## config.mk

```make
export PLATFORM = sky130hd
export DESIGN_NAME = otr_top
export DESIGN_NICKNAME = d
export VERILOG_FILES = /design/src/rtl/otr_pkg.sv /design/src/rtl/otr_busy_timer.sv /design/src/rtl/otr_top.sv
export VERILOG_INCLUDE_DIRS = /design/src /design/src/rtl
export SDC_FILE = /design/constraint.sdc
export NUM_CORES = 1
export LEC_CHECK = 0
export BUFFER_PORTS_ARGS = -buffer_cell sky130_fd_sc_hd__clkbuf_2
export CAP_MARGIN = 20
export CORE_MARGIN = 2
export CORE_UTILIZATION = 53
export CTS_CLUSTER_DIAMETER = 80
export DETAILED_ROUTE_END_ITERATION = 16
export PLACE_DENSITY = 0.88
export SYNTH_ARGS = -nofsm -noshare
export SYNTH_HDL_FRONTEND = slang
export SYNTH_SLANG_ARGS = --single-unit
```

## constraint.sdc

```tcl
create_clock -name sysClk -period 1.6 [get_ports sysClk]
set_input_delay 0.24 -clock sysClk [delete_from_list [all_inputs] [get_ports sysClk]]
set_output_delay 0.24 -clock sysClk [all_outputs]
set_load 0.02 [all_outputs]
```

## src/rtl/otr_regs.svh

```systemverilog
// register offsets, trigger fields, reset values and timing counts
`ifndef OTR_REGS_SVH
`define OTR_REGS_SVH

`define OTR_ADDR_W 7
`define OTR_TRIGGER_OFS 7'h0E
`define OTR_CODE_OFS 7'h10

`define OTR_OUT_CLEAR_BIT 9
`define OTR_ALARM_CLEAR_BIT 8
`define OTR_KEY_MSB 3
`define OTR_KEY_LSB 0
`define OTR_RESET_KEY 4'hA

`define OTR_TRIGGER_RESET 16'h0000
`define OTR_CODE_RESET 16'h0000

`define OTR_CLK_PERIOD_NS 10
`define OTR_UPDATE_NS 1000
`define OTR_UPDATE_CYCLES ((`OTR_UPDATE_NS + `OTR_CLK_PERIOD_NS - 1) / `OTR_CLK_PERIOD_NS)

`endif

```

## src/rtl/otr_pkg.sv

```systemverilog
// types shared by the output code and trigger register bank
package otr_pkg;
	typedef enum logic [1:0] {
		OTR_IDLE = 2'b00,
		OTR_BUSY = 2'b01,
		OTR_LAST = 2'b11
	} otr_busy_state_t;
endpackage

```

## src/rtl/otr_busy_timer.sv

```systemverilog
// update-busy window timer: high from a code load until the update time has passed
`timescale 1ns/10ps
`include "otr_regs.svh"

module otr_busy_timer import otr_pkg::*; #(
	parameter int UPDATE_CYCLES = `OTR_UPDATE_CYCLES
) (
	// clock and reset
	input wire logic sysClk,
	input wire logic rstSync_n,
	// control
	input wire logic start,
	input wire logic abort,
	// status
	output logic busy
);
	localparam int CW = $clog2(UPDATE_CYCLES + 1);

	otr_busy_state_t state;
	otr_busy_state_t next_state;
	logic [CW-1:0] count;

	always_comb begin
		next_state = state;
		case (state)
			OTR_IDLE: if (start) next_state = OTR_BUSY;
			OTR_BUSY: if (count <= CW'(2)) next_state = OTR_LAST;
			OTR_LAST: next_state = OTR_IDLE;
			default: next_state = OTR_IDLE;
		endcase
		if (abort) begin
			next_state = OTR_IDLE;
		end else if (start) begin
			next_state = (UPDATE_CYCLES == 1) ? OTR_LAST : OTR_BUSY;
		end
	end

	always_ff @(posedge sysClk or negedge rstSync_n) begin
		if (!rstSync_n) begin
			state <= OTR_IDLE;
		end else begin
			state <= next_state;
		end
	end

	// a new load restarts the window so the flag covers the latest update
	always_ff @(posedge sysClk or negedge rstSync_n) begin
		if (!rstSync_n) begin
			count <= '0;
		end else if (abort) begin
			count <= '0;
		end else if (start) begin
			count <= CW'(UPDATE_CYCLES);
		end else if (count != '0) begin
			count <= count - CW'(1);
		end
	end

	always_ff @(posedge sysClk or negedge rstSync_n) begin
		if (!rstSync_n) begin
			busy <= 1'b0;
		end else begin
			busy <= (next_state != OTR_IDLE);
		end
	end
endmodule

```

## src/rtl/otr_top.sv

```systemverilog
// output code and action trigger registers of a single-channel converter
`timescale 1ns/10ps
`include "otr_regs.svh"

module otr_top import otr_pkg::*; #(
	parameter int RES_BITS = 16,
	parameter int UPDATE_CYCLES = `OTR_UPDATE_CYCLES
) (
	// clock and reset
	input wire logic sysClk,
	input wire logic rst_n,
	// register write port from the serial frame decoder
	input wire logic regWrite,
	input wire logic [`OTR_ADDR_W-1:0] regAddr,
	input wire logic [15:0] regData,
	// configuration and alarm sources
	input wire logic update_busy_flag_enable,
	input wire logic alarmEvent,
	// converter side
	output logic [15:0] outputCode,
	output logic codeLoad,
	output logic output_clear_strobe,
	output logic alarm_clear_strobe,
	output logic softResetPulse,
	// status
	output logic alarmLatched,
	output logic updateBusy,
	output logic fault
);
	////////////////////////////////////////////////////////////////////////////////
	// reset release
	// rst_n drops everything at once; release walks two flops so no flop leaves reset mid-edge

	logic rstMeta_n;
	logic rstSync_n;

	always_ff @(posedge sysClk or negedge rst_n) begin
		if (!rst_n) begin
			rstMeta_n <= 1'b0;
			rstSync_n <= 1'b0;
		end else begin
			rstMeta_n <= 1'b1;
			rstSync_n <= rstMeta_n;
		end
	end

	////////////////////////////////////////////////////////////////////////////////
	// write decode

	function automatic logic addrHit(
		input logic wr,
		input logic [`OTR_ADDR_W-1:0] addr,
		input logic [`OTR_ADDR_W-1:0] ofs
	);
		addrHit = wr && (addr == ofs);
	endfunction

	// low bits below the resolution are don't-care and forced to zero
	localparam logic [15:0] CODE_MASK = 16'(~((32'h0000_0001 << (16 - RES_BITS)) - 1));

	logic trigWrite;
	logic codeWrite;
	logic keyHit;
	logic clrHit;
	logic almHit;
	logic loadHit;

	// trigger fields are decoded straight from the write; nothing is stored
	// unmapped offsets and reserved trigger bits decode to nothing
	always_comb begin
		trigWrite = addrHit(regWrite, regAddr, `OTR_TRIGGER_OFS);
		codeWrite = addrHit(regWrite, regAddr, `OTR_CODE_OFS);
		keyHit = trigWrite && (regData[`OTR_KEY_MSB:`OTR_KEY_LSB] == `OTR_RESET_KEY);
		clrHit = trigWrite && regData[`OTR_OUT_CLEAR_BIT];
		almHit = trigWrite && regData[`OTR_ALARM_CLEAR_BIT];
		// the key outranks every other action carried in the same word
		loadHit = !keyHit && (clrHit || codeWrite);
	end

	////////////////////////////////////////////////////////////////////////////////
	// action strobes, one flop each, never held beyond their cycle
	// a key in the same word suppresses the other two strobes

	always_ff @(posedge sysClk or negedge rstSync_n) begin
		if (!rstSync_n) begin
			softResetPulse <= 1'b0;
		end else begin
			softResetPulse <= keyHit;
		end
	end

	always_ff @(posedge sysClk or negedge rstSync_n) begin
		if (!rstSync_n) begin
			output_clear_strobe <= 1'b0;
		end else begin
			output_clear_strobe <= clrHit && !keyHit;
		end
	end

	always_ff @(posedge sysClk or negedge rstSync_n) begin
		if (!rstSync_n) begin
			alarm_clear_strobe <= 1'b0;
		end else begin
			alarm_clear_strobe <= almHit && !keyHit;
		end
	end

	////////////////////////////////////////////////////////////////////////////////
	// output code; no read path exists, the register is write-only

	logic [15:0] next_outputCode;

	always_comb begin
		next_outputCode = outputCode;
		if (keyHit) begin
			next_outputCode = `OTR_CODE_RESET;
		end else if (clrHit) begin
			next_outputCode = `OTR_CODE_RESET;
		end else if (codeWrite) begin
			next_outputCode = regData & CODE_MASK;
		end
	end

	always_ff @(posedge sysClk or negedge rstSync_n) begin
		if (!rstSync_n) begin
			outputCode <= `OTR_CODE_RESET;
		end else begin
			outputCode <= next_outputCode;
		end
	end

	// a clear moves the output too, so it counts as an update
	always_ff @(posedge sysClk or negedge rstSync_n) begin
		if (!rstSync_n) begin
			codeLoad <= 1'b0;
		end else begin
			codeLoad <= loadHit;
		end
	end

	////////////////////////////////////////////////////////////////////////////////
	// alarm latch: a new event in the clear cycle wins so it is never lost

	logic next_alarmLatched;

	always_comb begin
		next_alarmLatched = alarmLatched;
		if (alarmEvent) begin
			next_alarmLatched = 1'b1;
		end else if (keyHit || almHit) begin
			next_alarmLatched = 1'b0;
		end
	end

	always_ff @(posedge sysClk or negedge rstSync_n) begin
		if (!rstSync_n) begin
			alarmLatched <= 1'b0;
		end else begin
			alarmLatched <= next_alarmLatched;
		end
	end

	////////////////////////////////////////////////////////////////////////////////
	// update-busy window, untouched by alarm clear

	logic busyNow;
	logic busyShown;

	// a key write aborts the window; an output clear restarts it like a code load
	otr_busy_timer #(
		.UPDATE_CYCLES(UPDATE_CYCLES)
	) busyTimer (
		.sysClk(sysClk),
		.rstSync_n(rstSync_n),
		.start(loadHit),
		.abort(keyHit),
		.busy(busyNow)
	);

	// the enable only gates what is shown; the window itself always runs
	assign busyShown = busyNow && update_busy_flag_enable;

	always_ff @(posedge sysClk or negedge rstSync_n) begin
		if (!rstSync_n) begin
			updateBusy <= 1'b0;
		end else begin
			updateBusy <= busyShown;
		end
	end

	////////////////////////////////////////////////////////////////////////////////
	// fault pin

	// fault follows the latch directly and the busy window one cycle late
	// alarm clear has no path into the busy term, so the window survives it
	logic next_fault;

	always_comb begin
		next_fault = (alarmLatched && !(keyHit || almHit)) || alarmEvent;
		if (busyShown) begin
			next_fault = 1'b1;
		end
	end

	always_ff @(posedge sysClk or negedge rstSync_n) begin
		if (!rstSync_n) begin
			fault <= 1'b0;
		end else begin
			fault <= next_fault;
		end
	end
endmodule

```

=== Word level (Yosys, flattened, before mapping) ===
Cells that the tools add are included.

* Flip-flop bits (word level): 35
* Bits in latches: 0
* RAM bits: 0
* Memory bits (read-only): 0
* Input port bits: 28
* Output and inout port bits: 23
* Memories kept: 0

* $add $sub $neg: 1
* $mul: 0
* Divide/modulo/power cells: 0
* $lt $le $gt $ge: 1
* Equal/unequal tests: 4
* Shift-type cells: 0
* Muxes and demuxes: 13
* Bitwise gates (word level): 0
* Reduce and logical (&&, ||, !) cells: 21

{| class="wikitable"
|+ Operators by type and width
! cell !! number
|-
| two-way mux 16 bit || 3
|-
| two-way mux 7 bit || 3
|-
| logical AND 1 bit || 10
|-
| equality test 7 x 4 -> 1 bit, second input constant || 1
|-
| equality test 7 x 5 -> 1 bit, second input constant || 1
|-
| <= comparator 7 x 2 -> 1 bit, second input constant || 1
|-
| nonzero test 7 bit || 1
|-
| subtractor 7 x 1 -> 7 bit, second input constant || 1
|-
| two-way mux 2 bit || 3
|-
| nonzero test 3 bit || 2
|-
| equality test 4 bit, second input constant || 1
|-
| one-hot mux 2 bit (2 select lines) || 1
|-
| nonzero test 2 bit || 2
|-
| logical OR 1 bit || 3
|-
| two-way mux 1 bit || 3
|-
| equality test 2 x 1 -> 1 bit, second input constant || 1
|-
| logical NOT 1 bit || 2
|-
| logical NOT 2 bit || 1
|}

=== Logic depth before layout (Yosys ltp) ===
Gate-level depths: netlist of the first run.

* Depth after elaboration: 8
* Depth in mapped cells: 6
* Mapped depth without buffers: 6

=== Cells and area by module ===
From an unflattened synthesis of the first run, not the netlist that was laid out.

* Cell total of the unflattened synthesis: 138
* Area, all modules: 1639.1 µm²

{| class="wikitable"
|+ Modules (own cells, without submodules)
! module !! times used !! cells an instance !! area each (µm²) !! seq. area each (µm²)
|-
| otr_top || 1 || 87 || 1117.3 || 625.6
|-
| otr_busy_timer || 1 || 51 || 521.8 || 250.2
|}

=== Worst setup path after synthesis of the first run ===
Ideal clock, no wire load.

* Path kind: register to register
* Start: register busyTimer.count[3]
* End: register busyTimer.count[4]
* Setup time: 121 ps
* Arrival time: 1399 ps
* Slack: 79 ps
* Stages on the path, launching flop included: 5
* Buffers on the path: 0
* Clock period less this slack: 1521 ps
* Path through: dfrtp_1 or4_4 o211ai_1 xor2_1 nor2_1

* Cells in the longest elaborated chain, start to end: 4
* Elaborated cells between the ends (all ways): 6
* Classes of those cells: add/sub (1); mux (3); reduce/logical (2)

{| class="wikitable"
|+ RTL lines
! item !! line !! RTL
|-
| start: declaration || otr_busy_timer.sv:21 || <nowiki>logic [CW-1:0] count;</nowiki>
|-
| start signal: assignment || otr_busy_timer.sv:53 || <nowiki>count <= CW'(UPDATE_CYCLES);</nowiki>
|-
| start signal: assignment || otr_busy_timer.sv:55 || <nowiki>count <= count - CW'(1);</nowiki>
|-
| subtractor 7 x 1 -> 7 bit || otr_busy_timer.sv:55 ||
|-
| two-way mux 7 bit || otr_busy_timer.sv:54 || <nowiki>end else if (count != '0) begin</nowiki>
|-
| two-way mux 7 bit || otr_busy_timer.sv:52 || <nowiki>end else if (start) begin</nowiki>
|-
| two-way mux 7 bit || otr_busy_timer.sv:50 || <nowiki>end else if (abort) begin</nowiki>
|}

Several ways; a longest one is shown, not always the timed one. The select of a mux whose other input is x is not followed.
A chain may end at the register's enable or synchronous reset.

=== Worst setup path after layout of the first run ===
* Start: register busyTimer.count[4]
* End: register busyTimer.count[4]

The elaborated chain is that of the path after synthesis.

==> results of run 1 <==
-- cell type report --
cell class / instances / area share [%]
sequential: 35 / 44.0
multi-input combinational: 76 / 31.8
timing repair buffer: 63 / 18.9
clock buffer: 6 / 2.58
tap: 31 / 1.95
inverter: 3 / 0.566
clock inverter: 1 / 0.252
-- path summary, 6_finish.rpt --
kind                               startpoint            endpoint  depth (start not counted)
max in group asynchronous           rstSync_n      outputCode[14]                          1
max reg2reg                busyTimer.count[4]  busyTimer.count[4]                          4
min                                alarmEvent        alarmLatched                          2
max                        busyTimer.count[4]  busyTimer.count[4]                          4
min reg2reg                         rstSync_n            codeLoad                          0
min in group asynchronous               rst_n           rstMeta_n                          2
-- power by group through the flow --
stage	clock (mW)	sequential, mW	combinational, mW
global placement	0	1.13	0.738
global route	0.554	1.14	0.904
finish	0.490	1.12	0.817
detailed placement	0	1.14	0.796
floorplan	0	1.19	0.433
CTS	0.498	1.12	0.802
-- flip-flops by register name, summed over array words and instances (netlist names) --
name and cells:
busyTimer.busy 1, updateBusy 1, busyTimer.count 7, rstSync_n 1, softResetPulse 1, fault 1, outputCode 16, rstMeta_n 1
codeLoad 1, output_clear_strobe 1, alarm_clear_strobe 1, busyTimer.state 2, alarmLatched 1
-- through the flow --
step	power [mW]	setup TNS (ps)	instances	hold slack, ps	utilization, %
global placement	1.87	0	207	25.9	70.0
finish	2.43	-45.4	215	107	72.8
detailed placement	1.93	-21.3	207	27.8	70.0
global route	2.60	-162	215	98.4	72.8
CTS	2.42	-21.3	215	97.2	72.4
floorplan	1.62	0	116	-55.6	-
-- worst register-to-register path, cell delays in order (launching register included) --
cell and delay [ps]:
dfrtp_1 390, or4_4 610, o211ai_1 270, xor2_1 210, nor2_1 60
-- kinds of logic (layout without fill, tap and decap cells) --
group                    Yosys count  after routing  share of synthesized area, %
AO/OA/AOI/OAI                     33             33                          17.4
XOR/XNOR                           6              6                          3.45
adder cells (fa/ha/maj)            3              3                          2.47
buffers and inverters              5             73                          1.56
flip-flops                        35             35                          57.6
other                              1              1                         0.246
AND/OR/NAND/NOR                   33             33                          17.3
-- cells in the final DEF, fill, tap and decap left out, types with 3 or more instances in the layout --
master,n
clkbuf_2,50
dfrtp_1,35
a22o_1,15
buf_4,10
nor2_1,6
clkbuf_4,5
xnor2_1,4
inv_1,3
nor4b_2,3
and3_1,3
nor3_1,3
o21ai_0,3
ha_1,3
-- layer usage --
layer  up-vias  GRT usage, %
li1        570             -
met1       580          29.1
met2        59          36.2
met3         9          7.71
met4         0          8.31
met5         -             0
-- repair_timing --
action | 4_1_cts | 5_1_grt
resized for setup | 0 | 2
endpoints found under the setup margin | 1 | 4
hold endpoints to repair | 2 | 0
cloned | 0 | 0
pin swaps | 3 | 1
hold buffers | 1 | 0
==> results.md, run 1 <==
* Status: complete, but fails checks
* Violated checks: setup timing
* Max Cap Viol at 0
* Initial antenna violation count at 0
* RSZ-0062 raised after global routing: true
* Critical Path AT at 1880 ps
* Via count at 1218
* Cell Chain, Critical Path: or4_4, o211ai_1, xor2_1, nor2_1
* Clk Latency, worst-skew pair at 340 ps
* Remaining Overflow, GRT at 0
* Avg Cell Area, Syn at 13.1 um^2
* Maximum root-to-sink buffer count at 2
* Crit path max fanout at 5
* Via density at 5.67
* Dominant cell type by area after synthesis: dfrtp_1
* H-tree depth at 2
* Sequential Area at 876 um^2
* Post-synthesis net count at 147
* Slowest-stage cell, CP: or4_4
* Final slew viol count at 0
* Port buffer count at 50
* Placeable core area at 2730 um^2
* CTS clk-pin slew, worst paths at 100 ps
* Design area at 1990 um^2
* Clk root buf: clkbuf_4
* Commonest cells in the netlist: dfrtp_1, a22o_1, nor2_1, xnor2_1
* Mapped Area at 1520 um^2
* Worst Slack Setup Final at -45.4 ps
* Post-DP HPWL at 2.61 mm
* Clk pwr share at 20.2%
* FILL cells at 191
* Synth Register Bits at 35
* Reg2Reg Setup Slack at -50 ps
* FP Rows at 19
* Sink Count at 35
* Number of global-route vias before repair at 1229
* Initial DRT Pass Iterations at 4
* Final ANT Viol Nets at 0
* Die Width at 57.6 um
* Initial drt markers at 30
* GPL Wtd Cong at 0.846
* Area after DPL at 1910 um^2
* Period Utilization, post-route at 103%
* Post-synth top area share at 57.6%
* Setup crit start kind: register
* Worst hold path class: input pin to register
* Min Tclk post-route at 1650 ps
* Synth unique cells at 41
* Crit-path max cell delay at 610 ps
* Routed length per instance at 15.7 um
* Area growth, synth to finish at 30.8%
* Worst-margin pin slew at 587 ps
* Layout net count at 215
* Combined buffer and inverter count along the critical path at 0
* Met2 WL at 1.74 mm
* Footprint of the multi-input gates at 632 um^2
* Sequential-to-total area share from yosys stat at 57.6%
* Largest cells by area after synthesis: dfrtp_1, a22o_1, ha_1, xnor2_1, nor4b_2
* Count of final setup violators at 1
* Highest metal used: met4
* CP Capture Type: register
* Post-synth ARST share at 100%
* Layout Skew at 7.53 ps
* Initial core utilization at 55.7%
* Final Hold Fails at 0
* Post-synth EDFFs at 0
* Clock buffer count from CTS at 5
* CTS tree: yes
* Seq pwr share at 46.2%
* Top-count cell post-synth: dfrtp_1
* DRC violations left at 0
* Int Power at 1.64 mW
* Synthesis warning total at 0
* Maximum VDD drop at 1240 uV
* Met3 wire len at 257 um
* NetSw at 0.790 mW
* Die height at 57.6 um
* Ports at 51
* Max Freq at 608 MHz
* Dominant synthesized flop cell: dfrtp_1
* Post-Route M1 WL at 1.30 mm
* Post-Route WL at 3.37 mm
* Comb power frac at 33.6%
* Crit Path Class: register to register
* Antenna Cells at 0
* First-pass GRT wire length at 5.62 mm
* Relative slew slack at 60.9%
* Synth Instances at 116
* Post-CTS setup buffer count at 0
* Net Sw Frac at 32.5%
* Largest net degree at the start of global routing at 22
* Leakage at 0.996 nW
* Critical Path RT at 1830 ps
* PD cells at 1220 nW/um^2
* DIE AREA at 3320 um^2
* Share of layout cells above drive strength 1 at 45.1%
* Setup slack after placement at -21.3 ps
* Total track usage at 22.8%
* Crit path max-delay family: simple AND/OR/NAND/NOR gates
(Power assumes the default switching activity.)
==> run 2: changes to the inputs <==
--- a/config.mk
+++ b/config.mk
@@ -6,10 +6,11 @@
 export SDC_FILE = /design/constraint.sdc
 export NUM_CORES = 1
 export LEC_CHECK = 0
+export ABC_AREA = 1
 export BUFFER_PORTS_ARGS = -buffer_cell sky130_fd_sc_hd__clkbuf_2
 export CAP_MARGIN = 20
 export CORE_MARGIN = 2
-export CORE_UTILIZATION = 53
+export CORE_UTILIZATION = 54
 export CTS_CLUSTER_DIAMETER = 80
 export DETAILED_ROUTE_END_ITERATION = 16
 export PLACE_DENSITY = 0.88
==> run 2 against run 1 <==
  * The run now ends clean
  * Synthesized cell count increased by 60%
  * Die area increased by 7.1%
  * Core utilization decreased by 5.7 points
  * Global-route usage decreased by 0.85 points
  * Worst setup slack improved by 190 ps
  * Largest power group unchanged
  * Highest routed layer unchanged
==> results.md, run 2 <==
* Top reg by flops: outputCode
* Post-synth ARST share at 100%
* Maximum VDD drop at 580 uV
* Synth Instances at 186
* Ports at 51
* Setup crit start kind: register
* Post-synth EDFFs at 0
* First-pass GRT wire length at 5.75 mm
* Area after DPL at 1950 um^2
* Post-synthesis net count at 217
* Dominant synthesized flop cell: dfrtp_1
* CP Capture Type: register
* Critical Path AT at 1690 ps
* Critical Path RT at 1830 ps
* Layout Skew at 6.63 ps
* Post-Synth Simple-Gate Area at 34.0%
* Crit Path Class: register to register
* Post-synth top area share at 52.5%
* CTS tree: yes
* Relative slew slack at 57.4%
* Clk root buf: clkbuf_4
* Min Tclk post-route at 1460 ps
* Total negative slack at 0 ps
* PD cells at 1110 nW/um^2
* Area growth, synth to finish at 20.6%
* Post-Route WL at 3.42 mm
* Commonest non-fill, non-tap cell in the layout: clkbuf_2
* Antenna Cells at 0
* Placed cells at 269
* Maximum root-to-sink buffer count at 2
* Count of final setup violators at 0
* Via count at 1432
* Dominant cell type by area after synthesis: dfrtp_1
* Final slew viol count at 0
* Reg2Reg Depth at 6
* Avg Cell Area, Syn at 8.97 um^2
* Largest registers: outputCode: 16 flops, busyTimer.count: 7 flops, busyTimer.state: 2 flops
* Synth Area in Compound Gates at 2.85%
* Post-DP HPWL at 2.54 mm
* Mapped Area at 1670 um^2
* Post-CTS setup buffer count at 0
* Largest cells by area after synthesis: dfrtp_1, nand2_1, nand4_1, nor2_1, nand2_2
* Max Freq at 687 MHz
* Design area at 2010 um^2
* Synth Register Bits at 35
* Post-Layout Cell Count at 278
* Share of layout cells above drive strength 1 at 33.5%
* Layout net count at 275
* Top-count cell post-synth: nand2_1
* Worst hold path class: input pin to register
* Status: complete, no violations
* Largest net degree at the start of global routing at 19
* Initial antenna violation count at 0
* Number of global-route vias before repair at 1327
* Leakage at 1.16 nW
* Routed length per instance at 12.3 um
* DIE AREA at 3550 um^2
* Clock buffer count from CTS at 5
* CTS clk-pin slew, worst paths at 100 ps
* Final Util at 67.0%
* Final Hold Fails at 0
* Max reg flops at 16
* Remaining Overflow, GRT at 0
* Sink Count at 35
* Max Cap Viol at 0
* Synthesis warning total at 0
* Total track usage at 21.9%
* Placeable core area at 3000 um^2
* GPL Wtd Cong at 0.749
* DRC violations left at 0
* Initial core utilization at 55.6%
* Clk Latency, worst-skew pair at 340 ps
* Post-synthesis mux area share at 0%
* Area share of fa/ha/maj cells after synthesis at 2.25%
* Final ANT Viol Nets at 0
* Die height at 59.6 um
* Initial DRT Pass Iterations at 4
* H-tree depth at 2
* Xor/xnor cell area share of the yosys netlist at 1.05%
* Port buffer count at 50
* Die Width at 59.6 um
* Commonest cells in the netlist: nand2_1, dfrtp_1, nor2_1, inv_1, nand4_1
* Crit path max fanout at 5
* Via density at 5.15
* Sequential-to-total area share from yosys stat at 52.5%
* Period Utilization, post-route at 91.0%
* RSZ-0062 raised after global routing: false
* Synth unique cells at 24
* FP Rows at 20
* Initial drt markers at 76
* Min-Delay Path Depth at 3
* Commonest non-fill, non-tap cells in the layout: clkbuf_2, nand2_1, dfrtp_1, nor2_1, inv_1
* Largest family of logic cells by synthesized area: simple AND/OR/NAND/NOR gates
* Worst-margin pin slew at 638 ps
==> run 2: cell count changes after synthesis, sizes merged, moves of 3 or more <==
| cell | delta |
|---|---|
| nand4 | +16 |
| and3 | -3 |
| buf | +3 |
| xnor2 | -4 |
| nor4b | -3 |
| a22o | -15 |
| nand3 | +11 |
| inv | +16 |
| nor2 | +21 |
| a221oi | -3 |
| nand2 | +51 |
==> run 2: cell type report <==
type	instances	area, um^2
clock buffer	7	45.0
clock inverter	1	5.00
fill	262	990
inverter	19	71.3
multi-input combinational	127	677
sequential	35	876
tap	33	41.3
timing repair buffer	56	298
==> run 2: cells by family (layout without fill, tap and decap cells) <==
family,after synthesis,in the layout
AOI/OAI and AO/OA,9,9
xor gates and xnor gates,2,2
adders and majority gates,3,3
buffers and inverters,24,83
DFF,35,35
other,1,1
and+or+nand+nor,112,112
==> run 2: worst paths after layout <==
| path | from | endpoint | slack, ps |
|---|---|---|---|
| max in group asynchronous | rstSync_n | busyTimer.count[4] | 750 |
| worst max register to register | busyTimer.count[3] | busyTimer.count[5] | 140 |
| worst max-delay path | busyTimer.count[3] | busyTimer.count[5] | 140 |
| worst min register to register | rstSync_n | busyTimer.count[6] | 270 |
| worst min-delay path | alarmEvent | alarmLatched | 110 |
| min in group asynchronous | rst_n | rstSync_n | 210 |
==> run 2: per-stage QoR <==
step,worst slack [ps],hold WS (ps),power [mW]
3_3_place_gp,195,26.5,1.75
3_5_place_dp,150,30.4,1.78
4_1_cts,135,98.2,2.24
6_report,144,113,2.23
2_1_floorplan,377,-55.6,1.59
5_1_grt,31.9,122,2.39
==> run 2: power breakdown <==
part	total, mW	switching, mW	internal, mW
clock	0.451	0.280	0.171
sequential	1.15	0.118	1.04
combinational	0.626	0.391	0.235
total	2.23	0.790	1.44
==> run 2: per-layer routing <==
layer  up-vias  track usage (%)  part of all wire (%)
met3         7             4.80                   5.5
met2        54             32.0                    47
met1       659             30.9                    45
li1        712                -                     -
met5         -                0                     0
met4         0             10.8                   1.9
==> run 2: repair_timing <==
action / 4_1_cts / 5_1_grt
gates resized for setup: 0 / 1
endpoints found under the hold margin: 2 / 0
setup endpoints to repair: 0 / 3
hold buffers: 1 / 0
==> run 2: worst max-delay path, cell delays in order (launching register included) <==
cell and delay (ps):
dfrtp_1 430, nor2_1 190, inv_1 70, nor2_1 250, nand2_2 160, nor2_2 180, nor2_1 60
